==> src/inc/can_flag_pkg.sv <==
// Constants and carrier types for the CAN status and fault flag bank.
// Assumes one 50 MHz clock and a synchronous active-high reset.
// What this block does
// Driver state bit follows enable live
// Command or stuck-dominant disables driver
// Status read leaves live bits unchanged
// Receiver state bit live, command disables
// Wake receiver under command, on after reset
// Bus wake flag latches, read clears
// Overtemp flag clears when cool and read
// Receive stuck low clears after recovery, read
// Receive stuck high clears after recovery, read
// Transmit stuck dominant clears after recovery, read
// Dominant clamp clears after recovery, read
// Overcurrent clears after recovery, read
// Pending bus failure clears after recovery, read
// Confirmed bus failure clears after recovery, read
// Low line to battery clears after recovery, read
// Read during fault leaves flag set
package can_flag_pkg;

  localparam int FAULT_COUNT = 10;
  localparam logic [15:0] STATUS_READ_CMD = 16'h2180;

  localparam int F_OVERTEMP   = 0;
  localparam int F_RX_LOW     = 1;
  localparam int F_RX_HIGH    = 2;
  localparam int F_TX_DOM     = 3;
  localparam int F_DOM_CLAMP  = 4;
  localparam int F_OVERCUR    = 5;
  localparam int F_PENDING    = 6;
  localparam int F_CONFIRMED  = 7;
  localparam int F_LOW_TO_BAT = 8;
  localparam int F_WAKE       = 9;

  typedef struct packed {
    logic driverOn;
    logic receiverOn;
    logic busWakeReceiverOn;
  } live_state_t;

  typedef struct packed {
    logic busWake;
    logic lowToBattery;
    logic busFaultConfirmed;
    logic busFaultPending;
    logic overCurrent;
    logic dominantClamp;
    logic txStuckDominant;
    logic rxStuckHigh;
    logic rxStuckLow;
    logic overTemp;
  } fault_flags_t;

endpackage

==> src/hw/flag_cell.sv <==
// One latched fault flag: set while condition, clear on read once condition is gone.
// Assumes condition is already synchronised to clk.
`timescale 1ns/100ps
module flag_cell #(
  parameter bit CLEAR_ON_READ_ONLY = 1'b0
) (
  input  wire logic clk,
  input  wire logic rst,
  input  wire logic condition,
  input  wire logic readStrobe,
  output logic      flag
);

  logic flag_reg;
  logic flag_next;

  always_comb begin
    flag_next = flag_reg;
    if (readStrobe && (CLEAR_ON_READ_ONLY || !condition)) begin
      flag_next = 1'b0;
    end
    if (condition) begin
      flag_next = 1'b1;
    end
  end

  always_ff @(posedge clk) begin
    if (rst) begin
      flag_reg <= 1'b0;
    end else begin
      flag_reg <= flag_next;
    end
  end

  assign flag = flag_reg;

  a_set_wins_read: assert property (@(posedge clk) disable iff (rst)
    condition |=> flag_reg)
    else $error("flag not held while condition present");

  a_clear_after_read: assert property (@(posedge clk) disable iff (rst)
    (readStrobe && !condition && !CLEAR_ON_READ_ONLY) |=> !flag_reg)
    else $error("flag not cleared by read after recovery");

endmodule // flag_cell

==> src/hw/can_diag_flag_latch.sv <==
// CAN transceiver status and fault flag bank read by the microcontroller command path.
// Fault inputs come from pins or analog comparators and are synchronised here;
// command and read strobes come from logic on clk.
`timescale 1ns/100ps
module can_diag_flag_latch #(
  parameter int SYNC_STAGES = 3
) (
  input  wire logic                           clk,
  input  wire logic                           rst,
  input  wire logic                           cmdValid,
  input  wire logic [15:0]                    cmdWord,
  input  wire logic                           rxOnlyCmd,
  input  wire logic                           sleepCmd,
  input  wire logic                           wakeRxEnableCmd,
  input  wire logic                           wakeRxDisableCmd,
  input  wire logic                           flagReadStrobe,
  input  wire logic                           busWakeIn,
  input  wire logic                           overTempIn,
  input  wire logic                           rxLowIn,
  input  wire logic                           rxHighIn,
  input  wire logic                           txDomIn,
  input  wire logic                           domClampIn,
  input  wire logic                           overCurIn,
  input  wire logic                           pendingFailIn,
  input  wire logic                           confirmedFailIn,
  input  wire logic                           lowToBatIn,
  output can_flag_pkg::live_state_t           liveState,
  output can_flag_pkg::fault_flags_t          faultFlags
);

  if (SYNC_STAGES != 3) begin : gSyncCheck
    $error("SYNC_STAGES must be 3");
  end

  localparam int N = can_flag_pkg::FAULT_COUNT;

  // Raw fault inputs in flag order
  logic [N-1:0] rawIn;
  assign rawIn[can_flag_pkg::F_OVERTEMP]   = overTempIn;
  assign rawIn[can_flag_pkg::F_RX_LOW]     = rxLowIn;
  assign rawIn[can_flag_pkg::F_RX_HIGH]    = rxHighIn;
  assign rawIn[can_flag_pkg::F_TX_DOM]     = txDomIn;
  assign rawIn[can_flag_pkg::F_DOM_CLAMP]  = domClampIn;
  assign rawIn[can_flag_pkg::F_OVERCUR]    = overCurIn;
  assign rawIn[can_flag_pkg::F_PENDING]    = pendingFailIn;
  assign rawIn[can_flag_pkg::F_CONFIRMED]  = confirmedFailIn;
  assign rawIn[can_flag_pkg::F_LOW_TO_BAT] = lowToBatIn;
  assign rawIn[can_flag_pkg::F_WAKE]       = busWakeIn;

  // Three-stage synchroniser; stage one feeds stage two only
  logic [N-1:0] s1_reg;
  logic [N-1:0] s2_reg;
  logic [N-1:0] s3_reg;
  logic [N-1:0] cond_reg;
  logic [N-1:0] s1_next;
  logic [N-1:0] s2_next;
  logic [N-1:0] s3_next;
  logic [N-1:0] cond_next;

  always_comb begin
    s1_next   = rawIn;
    s2_next   = s1_reg;
    s3_next   = s2_reg;
    cond_next = cond_reg;
    for (int i = 0; i < N; i++) begin
      if (s2_reg[i] == s3_reg[i]) begin
        cond_next[i] = s3_reg[i];
      end
    end
  end

  always_ff @(posedge clk) begin
    if (rst) begin
      s1_reg   <= '0;
      s2_reg   <= '0;
      s3_reg   <= '0;
      cond_reg <= '0;
    end else begin
      s1_reg   <= s1_next;
      s2_reg   <= s2_next;
      s3_reg   <= s3_next;
      cond_reg <= cond_next;
    end
  end

  // Flag read clears latched flags; a live status read in the same cycle does not
  logic readHit;
  assign readHit = flagReadStrobe && !(cmdValid && cmdWord == can_flag_pkg::STATUS_READ_CMD);

  logic [N-1:0] flagBits;
  genvar g;
  generate
    for (g = 0; g < N; g++) begin : gFlag
      flag_cell #(
        .CLEAR_ON_READ_ONLY (g == can_flag_pkg::F_WAKE)
      ) uCell (
        .clk        (clk),
        .rst        (rst),
        .condition  (cond_reg[g]), // see R6 see R7 see R8 see R9 see R10
        .readStrobe (readHit),     // see R12 see R13 see R14 see R15
        .flag       (flagBits[g])
      );
    end
  endgenerate

  // Live state
  logic driverOn_reg;
  logic receiverOn_reg;
  logic wakeRxOn_reg;
  logic driverOn_next;
  logic receiverOn_next;
  logic wakeRxOn_next;
  logic rxOnlyMode_reg;
  logic rxOnlyMode_next;
  logic sleepMode_reg;
  logic sleepMode_next;

  always_comb begin
    rxOnlyMode_next = rxOnlyMode_reg;
    sleepMode_next  = sleepMode_reg;
    wakeRxOn_next   = wakeRxOn_reg;
    if (rxOnlyCmd) begin
      rxOnlyMode_next = 1'b1;
    end
    if (sleepCmd) begin
      sleepMode_next = 1'b1;
    end
    if (wakeRxEnableCmd) begin
      wakeRxOn_next = 1'b1;
    end else if (wakeRxDisableCmd) begin
      wakeRxOn_next = 1'b0;
    end
    // Status read touches none of the live bits
    receiverOn_next = !sleepMode_next;
    driverOn_next   = !rxOnlyMode_next && !sleepMode_next
                      && !cond_reg[can_flag_pkg::F_TX_DOM]; // see R1
  end

  always_ff @(posedge clk) begin
    if (rst) begin
      rxOnlyMode_reg <= 1'b0;
      sleepMode_reg  <= 1'b0;
      wakeRxOn_reg   <= 1'b1;
      driverOn_reg   <= 1'b1;
      receiverOn_reg <= 1'b1;
    end else begin
      rxOnlyMode_reg <= rxOnlyMode_next;
      sleepMode_reg  <= sleepMode_next;
      wakeRxOn_reg   <= wakeRxOn_next;
      driverOn_reg   <= driverOn_next;
      receiverOn_reg <= receiverOn_next;
    end
  end

  assign liveState.driverOn          = driverOn_reg;
  assign liveState.receiverOn        = receiverOn_reg;
  assign liveState.busWakeReceiverOn = wakeRxOn_reg;
  assign faultFlags = can_flag_pkg::fault_flags_t'(flagBits);

  a_driver_off_txdom: assert property (@(posedge clk) disable iff (rst)
    cond_reg[can_flag_pkg::F_TX_DOM] |=> !driverOn_reg)
    else $error("driver still on during stuck dominant");

  a_rxonly_driver: assert property (@(posedge clk) disable iff (rst)
    rxOnlyMode_reg |-> !driverOn_reg)
    else $error("driver on in receive-only mode");

  a_sleep_receiver: assert property (@(posedge clk) disable iff (rst)
    sleepCmd |=> !receiverOn_reg)
    else $error("receiver on after sleep command");

  a_wake_rx_ctrl: assert property (@(posedge clk) disable iff (rst)
    (wakeRxDisableCmd && !wakeRxEnableCmd) |=> !wakeRxOn_reg)
    else $error("wake receiver not disabled");

  a_read_keeps_live: assert property (@(posedge clk) disable iff (rst)
    (flagReadStrobe && !rxOnlyCmd && !sleepCmd && !wakeRxEnableCmd && !wakeRxDisableCmd
     && $stable(cond_reg)) |=> $stable(wakeRxOn_reg) && $stable(receiverOn_reg))
    else $error("read changed live state");

  a_wake_read_clear: assert property (@(posedge clk) disable iff (rst)
    (readHit && !cond_reg[can_flag_pkg::F_WAKE]) |=> !faultFlags.busWake)
    else $error("wake flag not cleared by read");

  a_overtemp_hold: assert property (@(posedge clk) disable iff (rst)
    cond_reg[can_flag_pkg::F_OVERTEMP] |=> faultFlags.overTemp)
    else $error("overtemp flag lost while hot");

  a_sync_delay: assert property (@(posedge clk) disable iff (rst)
    $rose(txDomIn) ##1 txDomIn [*5] |-> faultFlags.txStuckDominant)
    else $error("stuck dominant flag late");

  // Latched flags: held while the condition stands, cleared by a later read
  a_overtemp_clear: assert property (@(posedge clk) disable iff (rst)
    (readHit && !cond_reg[can_flag_pkg::F_OVERTEMP]) |=> !faultFlags.overTemp)
    else $error("overtemp flag not cleared by read");

  a_wake_set: assert property (@(posedge clk) disable iff (rst)
    cond_reg[can_flag_pkg::F_WAKE] |=> faultFlags.busWake)
    else $error("wake flag not set on bus wake");

  a_rxlow_hold: assert property (@(posedge clk) disable iff (rst)
    cond_reg[can_flag_pkg::F_RX_LOW] |=> faultFlags.rxStuckLow)
    else $error("receive low flag lost during fault");

  a_rxlow_clear: assert property (@(posedge clk) disable iff (rst)
    (readHit && !cond_reg[can_flag_pkg::F_RX_LOW]) |=> !faultFlags.rxStuckLow)
    else $error("receive low flag not cleared by read");

  a_rxhigh_hold: assert property (@(posedge clk) disable iff (rst)
    cond_reg[can_flag_pkg::F_RX_HIGH] |=> faultFlags.rxStuckHigh)
    else $error("receive high flag lost during fault");

  a_rxhigh_clear: assert property (@(posedge clk) disable iff (rst)
    (readHit && !cond_reg[can_flag_pkg::F_RX_HIGH]) |=> !faultFlags.rxStuckHigh)
    else $error("receive high flag not cleared by read");

  a_txdom_hold: assert property (@(posedge clk) disable iff (rst)
    cond_reg[can_flag_pkg::F_TX_DOM] |=> faultFlags.txStuckDominant)
    else $error("stuck dominant flag lost during fault");

  a_txdom_clear: assert property (@(posedge clk) disable iff (rst)
    (readHit && !cond_reg[can_flag_pkg::F_TX_DOM]) |=> !faultFlags.txStuckDominant)
    else $error("stuck dominant flag not cleared by read");

  a_clamp_hold: assert property (@(posedge clk) disable iff (rst)
    cond_reg[can_flag_pkg::F_DOM_CLAMP] |=> faultFlags.dominantClamp)
    else $error("dominant clamp flag lost during fault");

  a_clamp_clear: assert property (@(posedge clk) disable iff (rst)
    (readHit && !cond_reg[can_flag_pkg::F_DOM_CLAMP]) |=> !faultFlags.dominantClamp)
    else $error("dominant clamp flag not cleared by read");

  a_overcur_hold: assert property (@(posedge clk) disable iff (rst)
    cond_reg[can_flag_pkg::F_OVERCUR] |=> faultFlags.overCurrent)
    else $error("overcurrent flag lost during fault");

  a_overcur_clear: assert property (@(posedge clk) disable iff (rst)
    (readHit && !cond_reg[can_flag_pkg::F_OVERCUR]) |=> !faultFlags.overCurrent)
    else $error("overcurrent flag not cleared by read");

  a_pending_hold: assert property (@(posedge clk) disable iff (rst)
    cond_reg[can_flag_pkg::F_PENDING] |=> faultFlags.busFaultPending)
    else $error("pending failure flag lost during fault");

  a_pending_clear: assert property (@(posedge clk) disable iff (rst)
    (readHit && !cond_reg[can_flag_pkg::F_PENDING]) |=> !faultFlags.busFaultPending)
    else $error("pending failure flag not cleared by read");

  a_confirmed_hold: assert property (@(posedge clk) disable iff (rst)
    cond_reg[can_flag_pkg::F_CONFIRMED] |=> faultFlags.busFaultConfirmed)
    else $error("confirmed failure flag lost during fault");

  a_confirmed_clear: assert property (@(posedge clk) disable iff (rst)
    (readHit && !cond_reg[can_flag_pkg::F_CONFIRMED]) |=> !faultFlags.busFaultConfirmed)
    else $error("confirmed failure flag not cleared by read");

  a_lowbat_hold: assert property (@(posedge clk) disable iff (rst)
    cond_reg[can_flag_pkg::F_LOW_TO_BAT] |=> faultFlags.lowToBattery)
    else $error("low line short flag lost during fault");

  a_lowbat_clear: assert property (@(posedge clk) disable iff (rst)
    (readHit && !cond_reg[can_flag_pkg::F_LOW_TO_BAT]) |=> !faultFlags.lowToBattery)
    else $error("low line short flag not cleared by read");

  // Live state follows commands and the stuck-dominant condition; status reads and non-read cycles drop no flag
  a_driver_live: assert property (@(posedge clk) disable iff (rst)
    (!cond_reg[can_flag_pkg::F_TX_DOM] && !rxOnlyMode_reg && !sleepMode_reg
     && !rxOnlyCmd && !sleepCmd) |=> driverOn_reg)
    else $error("driver off with no cause");

  a_sleep_driver: assert property (@(posedge clk) disable iff (rst)
    sleepCmd |=> !driverOn_reg)
    else $error("driver on after sleep command");

  a_receiver_live: assert property (@(posedge clk) disable iff (rst)
    (!sleepMode_reg && !sleepCmd) |=> receiverOn_reg)
    else $error("receiver off outside sleep");

  a_wake_en_wins: assert property (@(posedge clk) disable iff (rst)
    wakeRxEnableCmd |=> wakeRxOn_reg)
    else $error("wake receiver not enabled");

  a_sleep_sticky: assert property (@(posedge clk) disable iff (rst)
    sleepMode_reg |-> !receiverOn_reg && !driverOn_reg)
    else $error("receiver or driver on in sleep");

  a_status_keeps_flags: assert property (@(posedge clk) disable iff (rst)
    (cmdValid && cmdWord == can_flag_pkg::STATUS_READ_CMD)
    |=> ($past(faultFlags) & ~faultFlags) == '0)
    else $error("status read cleared a flag");

  a_flags_need_read: assert property (@(posedge clk) disable iff (rst)
    !readHit |=> ($past(faultFlags) & ~faultFlags) == '0)
    else $error("flag dropped without a read");

  // Condition moves only where the last two stages agree
  a_sync_agree: assert property (@(posedge clk) disable iff (rst)
    1'b1 |=> (($past(s2_reg) ^ $past(s3_reg)) & (cond_reg ^ $past(cond_reg))) == '0)
    else $error("condition moved on disagreeing stages");

  a_sync_follow: assert property (@(posedge clk) disable iff (rst)
    (s2_reg == s3_reg) |=> cond_reg == $past(s3_reg))
    else $error("condition missed agreeing stages");

endmodule // can_diag_flag_latch

==> config.mk <==
export PLATFORM = sky130hd
export DESIGN_NAME = can_diag_flag_latch
export DESIGN_NICKNAME = d
export VERILOG_FILES = /design/src/inc/can_flag_pkg.sv /design/src/hw/flag_cell.sv /design/src/hw/can_diag_flag_latch.sv
export SDC_FILE = /design/constraint.sdc
export NUM_CORES = 1
export LEC_CHECK = 0
export ABC_AREA = 1
export BUFFER_PORTS_ARGS = -buffer_cell sky130_fd_sc_hd__buf_2
export CELL_PAD_IN_SITES_DETAIL_PLACEMENT = 1
export CELL_PAD_IN_SITES_GLOBAL_PLACEMENT = 1
export CORE_MARGIN = 2
export CORE_UTILIZATION = 34
export DETAILED_ROUTE_END_ITERATION = 12
export GPL_ROUTABILITY_DRIVEN = 0
export GPL_TIMING_DRIVEN = 0
export PLACE_DENSITY = 0.76
export REMOVE_ABC_BUFFERS = 1
export SLEW_MARGIN = 15
export SYNTH_ARGS = -nofsm -noshare
export SYNTH_HDL_FRONTEND = slang
export SYNTH_HIERARCHICAL = 1
export SYNTH_SLANG_ARGS = --single-unit
==> constraint.sdc <==
create_clock -name clk -period 1.06 [get_ports clk]
set_input_delay 0.159 -clock clk [delete_from_list [all_inputs] [get_ports clk]]
set_output_delay 0.159 -clock clk [all_outputs]
set_load 0.01 [all_outputs]
==> summary.txt, run 1 <==
Status
  • Result of the run: finished, final reports clean

Critical path
  • Arrival time at the worst endpoint: 780 ps
  • Worst EP required: 900 ps
  • Kind of launch point of the worst setup path: flop
  • Crit Path Class: flop to primary output
  • Max stage delay on crit path: 350 ps
  • Largest fanout of any net on the critical path: 2
  • Setup crit end kind: primary output
  • Dominant delay contributor by cell family on the critical path: flip-flops
  • Cell at the slowest stage of the critical path: sky130_fd_sc_hd__dfxtp_1
  • Cell Chain, Critical Path: buf_2
  • Buffers & Inverters on Critical Path: 1

Routing
  • Post-DRT Antenna Nets: 0
  • DR vias: 1384
  • Vias per cell: 4.119
  • Total wire length after detailed routing: 3.277 mm
  • Number of iterations in the first detailed-routing pass: 4
  • WL/cell: 9.753 um
  • Drc violations: 0
  • Drt initial violations: 31

Cells and area
  • Final nets: 298
  • Share of the core filled with cells: 0.4132
  • Fillers: 666
  • Number of inserted diodes: 0
  • Fraction of final layout cells sized beyond drive strength 1: 0.2803
  • Highest-count cells in the layout ignoring fill and taps: sky130_fd_sc_hd__inv_1 (55), sky130_fd_sc_hd__dfxtp_1 (55), sky130_fd_sc_hd__nor2_1 (52)
  • Area of the multi-input gates: 503.0 um2
  • Area of all sequential standard cells: 1101 um2
  • Area growth, synth to finish: 19.18%

Timing
  • Setup repair after global routing missed its margin: no
  • Final Max Slew Viols: 0
  • Worst hold slack across all endpoints: 39.00 ps
  • Worst Clk Skew: 4.470 ps
  • Finish-stage setup viols: 0
  • Achievable clock frequency: 1062 MHz
  • Time the final worst path needs with I/O delays and setup: 941.4 ps
  • Slew margin rel.: 0.5863
  • Period utilisation layout: 0.8881
  • Worst Tran Pin Value: 620.5 ps
  • Final hold viol count: 0

Synth
  • Netlist Area Pre-Place: 1886 um2
  • Post-synthesis instance total: 218
  • Ys Warns: 6
  • #FFs+latches synth: 55
  • Share of synthesized area occupied by flip-flops and latches: 0.5839
  • Library cells used by synthesis: 13
  • Mean cell area of the mapped netlist: 8.649 um2

GRT
  • Vias in the first global route: 1351
  • Total routing usage reported by global routing: 0.1152
  • First-pass GRT wire length: 5.575 mm
  • Pin count of the biggest net entering global routing: 46
  • Antenna violations before repair: 0
  • Grt total ovfl: 0

Floorplan
  • Die span in x: 78.47 um
  • Placeable Area: 5439 um2
  • Number of cell rows: 27
  • Top Ports: 47
  • Vertical die dimension: 78.47 um
  • Total Die Area: 6158 um2
  • Initial Util: 0.3467

Clock tree
  • Clock tree from TritonCTS: built
  • Root cell of the clock tree: sky130_fd_sc_hd__clkbuf_8
  • Clock Pin Slew Worst Setup and Hold Paths: 90 ps
  • CTS hold repair buffers: 0
  • Clock Path Buffers: 2
  • Setup Buffers After CTS: 0
  • Sink count of the clock tree: 55
  • CTS buffer count: 5
  • Source-to-sink clock delay at the later pin of the worst-skew pair: 300 ps
  • H-tree depth reported by CTS: 2

Job
  • Max-cap viol count: 0

Placement
  • Hpwl dp: 2.305 mm
  • Number of buffers added on ports: 46

Power and ir drop
  • Largest voltage drop on the vdd net: 0.0008675 V
  • Leakage power: 0.001011 uW
  • Total power per unit cell area: 1630 nW/um2

Worst hold path
  • Worst min-delay path category: primary input to flop
==> worst paths after layout <==
path / start / end / slack [ps] / cells after the start
worst max-delay path: gFlag[2].uCell/flag / faultFlags[2] / 120 / 1
worst min-delay path: wakeRxDisableCmd / wakeRxOn_reg / 40 / 2
worst max register to register: cond_reg[3] / cond_reg[3] / 360 / 2
worst min register to register: s1_reg[2] / s2_reg[2] / 410 / 2
==> report_power, final <==
part	total (uW)	internal (uW)	switching (uW)	leakage [uW]
clock	1310	693	614	0.0000513
combinational	205	90.1	115	0.000510
sequential	2150	2130	25.2	0.000450
==> through the flow <==
| stage | cells | worst slack, ps | area (um2) | total power, uW | TNS, ps |
|---|---|---|---|---|---|
| after global routing | 336 | 43.12 | 2247 | 3845 | 0 |
| final | 336 | 118.6 | 2247 | 3663 | 0 |
| after floorplan | 211 | 54.87 | 1818 | 2287 | 0 |
| after detailed placement | 329 | -442.5 | 2138 | 2411 | -13480 |
| after global placement | 329 | -431.6 | 2138 | 2397 | -11270 |
| after CTS | 336 | 12.48 | 2245 | 3723 | 0 |
==> metal layers <==
| layer | GRT usage | vias to the layer above | part of all wire |
|---|---|---|---|
| li1 | - | 720 | - |
| met1 | 0.1203 | 618 | 0.43 |
| met2 | 0.2060 | 40 | 0.47 |
| met3 | 0.04483 | 6 | 0.074 |
| met4 | 0.04737 | 0 | 0.018 |
| met5 | 0 | - | 0 |
==> synth_stat cells <==
cell / n / area [um2]
sky130_fd_sc_hd__dfxtp_1: 55 / 1101
sky130_fd_sc_hd__inv_1: 55 / 206.5
sky130_fd_sc_hd__nor2_1: 52 / 195.2
sky130_fd_sc_hd__nand2_1: 12 / 45.04
sky130_fd_sc_hd__a21oi_1: 11 / 55.05
sky130_fd_sc_hd__a21oi_2: 10 / 87.58
sky130_fd_sc_hd__o21ai_2: 9 / 78.83
sky130_fd_sc_hd__buf_6: 4 / 45.04
sky130_fd_sc_hd__nand3_1: 4 / 20.02
sky130_fd_sc_hd__buf_4: 3 / 22.52
sky130_fd_sc_hd__a211oi_2: 1 / 12.51
sky130_fd_sc_hd__inv_8: 1 / 11.26
sky130_fd_sc_hd__o21ai_0: 1 / 5.000
==> what timing repair did <==
item,4_1_cts,5_1_grt
gates resized for setup,1,1
cloned,0,0
setup endpoints to repair,10,9
==> logic make-up (layout without fill, tap and decap cells) <==
group,Yosys count,after routing,share of synthesized area
AND/OR/NAND/NOR,68,68,0.1380
buffers and inverters,63,109,0.1513
flip-flops,55,55,0.5839
AO/OA/AOI/OAI,32,32,0.1267
==> final cells by class <==
type	count	area share
Inverter	56	0.09688
Timing Repair Buffer	46	0.1036
Sequential cell	55	0.4900
Tap cell	72	0.04009
Clock inverter	1	0.01336
Clock buffer	6	0.03229
Multi-Input combinational cell	100	0.2238
Power figures use the tool's default switching activity.
==> inputs of run 2 (changes only) <==
--- a/config.mk
+++ b/config.mk
@@ -15,7 +15,6 @@
 export GPL_ROUTABILITY_DRIVEN = 0
 export GPL_TIMING_DRIVEN = 0
 export PLACE_DENSITY = 0.76
-export REMOVE_ABC_BUFFERS = 1
 export SLEW_MARGIN = 15
 export SYNTH_ARGS = -nofsm -noshare
 export SYNTH_HDL_FRONTEND = slang
==> summary.txt, run 2 (synthesis results as in run 1) <==
Cells and area
  • Fillers: 661 (-0.75%)
  • Number of inserted diodes: 0 (unchanged)
  • Final nets: 305 (+2.3%)
  • Area growth, synth to finish: 23.82%
  • Fraction of final layout cells sized beyond drive strength 1: 0.3088 (+0.02852)
  • Most common cell after layout, fill and taps aside: sky130_fd_sc_hd__inv_1
  • Post-route cell area: 2335 um2 (+3.9%)
  • Highest-count cells in the layout ignoring fill and taps: sky130_fd_sc_hd__inv_1 (55), sky130_fd_sc_hd__dfxtp_1 (54), sky130_fd_sc_hd__nor2_1 (52)
  • Non-filler cells in the finished layout: 344 (+2.4%)

Timing
  • Time the final worst path needs with I/O delays and setup: 1015 ps (+73.96 ps)
  • Finish-stage setup viols: 0 (unchanged)
  • Worst Tran Pin Value: 487.4 ps (-133.2 ps)
  • Final hold viol count: 0 (unchanged)
  • Setup repair after global routing missed its margin: no
  • Period utilisation layout: 0.9579 (+0.06978)
  • Final Max Slew Viols: 0 (unchanged)
  • Worst hold slack across all endpoints: 41.35 ps (+2.346 ps)
  • Slew margin rel.: 0.6751 (+0.08877)
  • Achievable clock frequency: 984.9 MHz (-7.3%)
  • Setup tns final: 0 ps (unchanged)
  • Worst Clk Skew: 6.580 ps (+2.110 ps)

Routing
  • DR vias: 1394 (+0.72%)
  • Drt initial violations: 33 (+6.5%)
  • Vias per cell: 4.052 (-1.6%)
  • WL/cell: 9.852 um (+1.0%)
  • Number of iterations in the first detailed-routing pass: 2 (-2)
  • Total wire length after detailed routing: 3.389 mm (+3.4%)
  • Post-DRT Antenna Nets: 0 (unchanged)
  • Drc violations: 0 (unchanged)

Worst hold path
  • Hold path depth: 2 (unchanged)
  • Worst min-delay path category: primary input to flop

Critical path
  • Setup crit end kind: primary output
  • Cell at the slowest stage of the critical path: sky130_fd_sc_hd__dfxtp_2
  • Cell Chain, Critical Path: buf_4, buf_6
  • Max stage delay on crit path: 330 ps (-20 ps)
  • Crit Path Class: flop to primary output
  • Arrival time at the worst endpoint: 860 ps (+80 ps)
  • Worst EP required: 900 ps (about the same)
  • Logic depth of the worst register-to-register path: 2 (unchanged)
  • Kind of launch point of the worst setup path: flop
  • Largest fanout of any net on the critical path: 2 (unchanged)

GRT
  • Antenna violations before repair: 0 (unchanged)
  • Grt total ovfl: 0 (unchanged)
  • Total routing usage reported by global routing: 0.1259 (+0.01077)
  • Met1 track utilization from global routing: 0.1319 (+0.01164)
  • GR Layer Usage met2: 0.2284 (+0.02241)
  • Pin count of the biggest net entering global routing: 17 (-63%)
  • Global Route met3 Usage: 0.04023 (-0.004598)
  • First-pass GRT wire length: 6.009 mm (+7.8%)
  • Vias in the first global route: 1417 (+4.9%)
  • Global routing's busiest layer: met2

Power and ir drop
  • Power, Total: 3793 uW (+3.5%)
  • Largest voltage drop on the vdd net: 0.0007669 V (-12%)
  • Total power per unit cell area: 1625 nW/um2 (-0.34%)
  • Leakage power: 0.001061 uW (+4.9%)

Clock tree
  • CTS buffer count: 5 (unchanged)
  • Root cell of the clock tree: sky130_fd_sc_hd__clkbuf_8
  • Clock Path Buffers: 2 (unchanged)
  • Clock Pin Slew Worst Setup and Hold Paths: 90 ps (about the same)
  • H-tree depth reported by CTS: 2 (unchanged)
  • Clock tree from TritonCTS: built
  • CTS hold repair buffers: 0 (unchanged)
  • Setup Buffers After CTS: 0 (unchanged)
  • Source-to-sink clock delay at the later pin of the worst-skew pair: 300 ps (about the same)
  • Sink count of the clock tree: 55 (unchanged)

Synth
  • Synthesized netlist net count: 252

Placement
  • Number of buffers added on ports: 46 (unchanged)
  • Placement Cell Area: 2206 um2 (+3.2%)
  • Hpwl dp: 2.513 mm (+9.1%)
  • Post-placement cell count: 336 (+2.1%)

Floorplan
  • Placeable Area: 5439 um2 (unchanged)
  • Initial Util: 0.3467 (unchanged)
  • Die span in x: 78.47 um (unchanged)
  • Total Die Area: 6158 um2 (unchanged)
  • Vertical die dimension: 78.47 um (unchanged)
  • Top Ports: 47 (unchanged)
  • Number of cell rows: 27 (unchanged)

Status
  • Result of the run: finished, final reports clean

Job
  • Max-cap viol count: 0 (unchanged)
run 2: cell types whose count changed in the layout (fill, tap and decap cells not counted), sizes merged:
| cell | previous run | this run |
|---|---|---|
| clkinv | 0 | 1 |
| clkbuf | 7 | 6 |
| buf | 45 | 53 |
run 2: report_power, final:
part / internal [uW] / total (uW) / switching, uW
registers: 2130 / 2150 / 27.0
clock network: 765 / 1400 / 640
logic: 114 / 235 / 122
run 2: layer usage:
metal,up-vias,share of wire
met5,-,0
met4,0,0.0091
met3,2,0.063
met2,39,0.49
met1,614,0.44
li1,739,-
run 2: final timing paths:
check / startpoint / endpoint / slack, ps
hold reg to reg: s1_reg[0] / s2_reg[0] / 410
setup / recovery: wakeRxOn_reg / liveState[0] / 40
hold / removal: wakeRxDisableCmd / wakeRxOn_reg / 40
setup reg to reg: s2_reg[4] / cond_reg[4] / 350
run 2: critical path, delay by kind of cell (launching register included):
kind | cells | cell delay, ps
flops | 1 | 330
buf+inv | 2 | 230
run 2: final cells by class:
type	count	area, um2	share of cell area
flip-flops and latches	55	1102	0.4721
multi-input cells	100	503.0	0.2154
repair buffers	46	236.5	0.1013
inverters	56	217.7	0.09325
well taps	72	90.09	0.03859
clock buffers	6	82.58	0.03537
plain buffers	7	67.56	0.02894
clock inverters	2	35.03	0.01501
run 2: per-stage QoR:
stage | utilization | setup WS [ps]
floorplan | - | 54.87
finish | 0.4293 | 44.63
global route | 0.4293 | 1.009
CTS | 0.4279 | 16.77
detailed placement | 0.4056 | -411.0
global placement | 0.4056 | -363.7
run 2: what timing repair did:
action | CTS | global route
hold endpoints to repair | 0 | 0
setup endpoints to repair | 10 | 1
resized for setup | 1 | 2
==> inputs of run 3 (changes only) <==
--- a/config.mk
+++ b/config.mk
@@ -15,6 +15,7 @@
 export GPL_ROUTABILITY_DRIVEN = 0
 export GPL_TIMING_DRIVEN = 0
 export PLACE_DENSITY = 0.76
+export RECOVER_POWER = 50
 export SLEW_MARGIN = 15
 export SYNTH_ARGS = -nofsm -noshare
 export SYNTH_HDL_FRONTEND = slang
==> summary.txt, run 3 (synthesis results as in run 1) <==
Status
  • Result of the run: finished, final reports clean

GRT
  • Pin count of the biggest net entering global routing: 17 (unchanged)
  • Grt total ovfl: 0 (unchanged)
  • Vias in the first global route: 1417 (unchanged)
  • First-pass GRT wire length: 6.009 mm (unchanged)
  • Antenna violations before repair: 0 (unchanged)
  • Total routing usage reported by global routing: 0.1259 (unchanged)

Timing
  • Final Max Slew Viols: 0 (unchanged)
  • Finish-stage setup viols: 0 (unchanged)
  • Setup ws final: 45.31 ps (+0.6734 ps)
  • Worst Tran Pin Value: 487.3 ps (-0.05746 ps)
  • Achievable clock frequency: 985.5 MHz (about the same)
  • Time the final worst path needs with I/O delays and setup: 1015 ps (-0.6734 ps)
  • Worst Clk Skew: 6.580 ps (-0.00002000 ps)
  • Setup repair after global routing missed its margin: no
  • Final hold viol count: 0 (unchanged)
  • Slew margin rel.: 0.6751 (about the same)
  • Period utilisation layout: 0.9573 (about the same)

Clock tree
  • CTS buffer count: 5 (unchanged)
  • Setup Buffers After CTS: 0 (unchanged)
  • Clock Path Buffers: 2 (unchanged)
  • Root cell of the clock tree: sky130_fd_sc_hd__clkbuf_8
  • Clock tree from TritonCTS: built
  • Sink count of the clock tree: 55 (unchanged)
  • Clock Pin Slew Worst Setup and Hold Paths: 90 ps (about the same)
  • H-tree depth reported by CTS: 2 (unchanged)
  • Source-to-sink clock delay at the later pin of the worst-skew pair: 300 ps (about the same)

Power and ir drop
  • Portion of total power attributed to combinational logic: 0.060 (-0.002)
  • Switching component of the power: 787.0 uW (-0.23%)
  • Leakage power: 0.001057 uW (-0.33%)
  • Pint: 3000 uW (-0.13%)
  • Proportion of total power due to net switching: 0.2078 (about the same)
  • Part of the power in registers: 0.568 (about the same)
  • Clk network pwr share: 0.371 (about the same)
  • Largest voltage drop on the vdd net: 0.0007677 V (+0.11%)
  • Total power per unit cell area: 1632 nW/um2 (+0.44%)

Cells and area
  • Most common cell after layout, fill and taps aside: sky130_fd_sc_hd__inv_1
  • Post-route cell area: 2321 um2 (-0.59%)
  • Highest-count cells in the layout ignoring fill and taps: sky130_fd_sc_hd__inv_1 (55), sky130_fd_sc_hd__dfxtp_1 (54), sky130_fd_sc_hd__nor2_1 (52)
  • Number of inserted diodes: 0 (unchanged)
  • Fillers: 663 (+0.30%)
  • Final nets: 305 (unchanged)
  • Area growth, synth to finish: 23.09%
  • Share of the core filled with cells: 0.4267 (-0.002531)
  • Non-filler cells in the finished layout: 344 (unchanged)
  • Fraction of final layout cells sized beyond drive strength 1: 0.3088 (unchanged)

Routing
  • Drc violations: 0 (unchanged)
  • Drt initial violations: 32 (-3.0%)
  • DR vias: 1391 (-0.22%)
  • WL/cell: 9.884 um (+0.32%)
  • Total wire length after detailed routing: 3.400 mm (+0.32%)
  • Vias per cell: 4.044 (-0.22%)
  • Post-DRT Antenna Nets: 0 (unchanged)
  • Number of iterations in the first detailed-routing pass: 2 (unchanged)

Floorplan
  • Number of cell rows: 27 (unchanged)
  • Die span in x: 78.47 um (unchanged)
  • Vertical die dimension: 78.47 um (unchanged)
  • Initial Util: 0.3467 (unchanged)
  • Placeable Area: 5439 um2 (unchanged)
  • Top Ports: 47 (unchanged)
  • Total Die Area: 6158 um2 (unchanged)

Critical path
  • Largest fanout of any net on the critical path: 2 (unchanged)
  • Worst EP required: 900 ps (about the same)
  • Dominant delay contributor by cell family on the critical path: flip-flops
  • Cell Chain, Critical Path: buf_4, buf_6
  • Max stage delay on crit path: 330 ps (about the same)
  • Logic depth of the worst register-to-register path: 2 (unchanged)
  • Crit Path Class: flop to primary output
  • Buffers & Inverters on Critical Path: 2 (unchanged)
  • Setup crit end kind: primary output
  • Kind of launch point of the worst setup path: flop
  • Minimum setup slack among reg-to-reg paths: 350 ps (about the same)
  • Arrival time at the worst endpoint: 860 ps (about the same)
  • Startpoint of the most critical register-to-register path: s2_reg[4]
  • Reg2reg end: cond_reg[4]
  • Cell at the slowest stage of the critical path: sky130_fd_sc_hd__dfxtp_2

Placement
  • Number of buffers added on ports: 46 (unchanged)
  • Post-placement cell count: 336 (unchanged)
  • Placement Cell Area: 2206 um2 (unchanged)
  • Setup slack after placement: -411.0 ps (unchanged)
  • Hpwl dp: 2.513 mm (unchanged)

Worst hold path
  • Terminating pin of the worst hold path: wakeRxOn_reg
  • Hold wc startpoint: wakeRxDisableCmd
  • Hold path depth: 2 (unchanged)
  • Worst min-delay path category: primary input to flop

Synth
  • Synthesized netlist net count: 252 (unchanged)

Job
  • Max-cap viol count: 0 (unchanged)
==> run 3: through the flow <==
step                total power (uW)  setup TNS (ps)  hold slack [ps]
floorplan                       2328               0            221.4
CTS                             3855               0            29.98
finish                          3787               0            41.44
global route                    3967               0            47.85
global placement                2426           -3557            348.3
detailed placement              2438           -3957            359.0
==> run 3: worst max-delay path by stage <==
stage                           to    startpoint  slack (ps)  cells after the start
6_report              liveState[0]  wakeRxOn_reg          50                      2
5_1_grt               liveState[0]  wakeRxOn_reg           1                      2
4_1_cts               liveState[0]  wakeRxOn_reg          20                      2
3_5_place_dp   gFlag[0].uCell/flag    cmdWord[5]        -410                      8
3_3_place_gp   gFlag[3].uCell/flag    cmdWord[5]        -360                      8
2_1_floorplan  gFlag[0].uCell/flag   cmdWord[10]          50                      7
==> run 3: worst reg2reg max path: cells and delay by family (launching register included) <==
family,cells,cell delay (ps)
and+or+nand+nor,1,70
AOI/OAI and AO/OA,1,190
DFF,1,350
==> run 3: cell type report <==
class / instances / area [um2] / area share
timing repair buffer: 46 / 236.5 / 0.1019
sequential: 55 / 1102 / 0.4749
clock buffer: 6 / 82.58 / 0.03558
clock inverter: 2 / 35.03 / 0.01509
buffer: 7 / 61.31 / 0.02642
inverter: 56 / 210.2 / 0.09057
multi-input combinational: 100 / 503.0 / 0.2167
tap: 72 / 90.09 / 0.03881
==> run 3: power by group through the flow <==
stage	clock, uW	sequential (uW)	combinational [uW]
after floorplan	0	2190	133
after global placement	0	2200	228
after detailed placement	0	2200	237
after CTS	1460	2150	240
after global routing	1540	2160	265
final	1410	2150	229
==> run 3: per-layer routing <==
| layer | wire (um) | global-route usage | part of all wire |
|---|---|---|---|
| met4 | 31 | 0.05789 | 0.0091 |
| met2 | 1655 | 0.2284 | 0.49 |
| met5 | 0 | 0 | 0 |
| met3 | 215 | 0.04023 | 0.063 |
| met1 | 1497 | 0.1319 | 0.44 |
==> run 3: repair_timing <==
action,CTS,global route
resized for setup,1,2
endpoints found under the setup margin,10,1
pin swaps,0,0
hold buffers,0,0
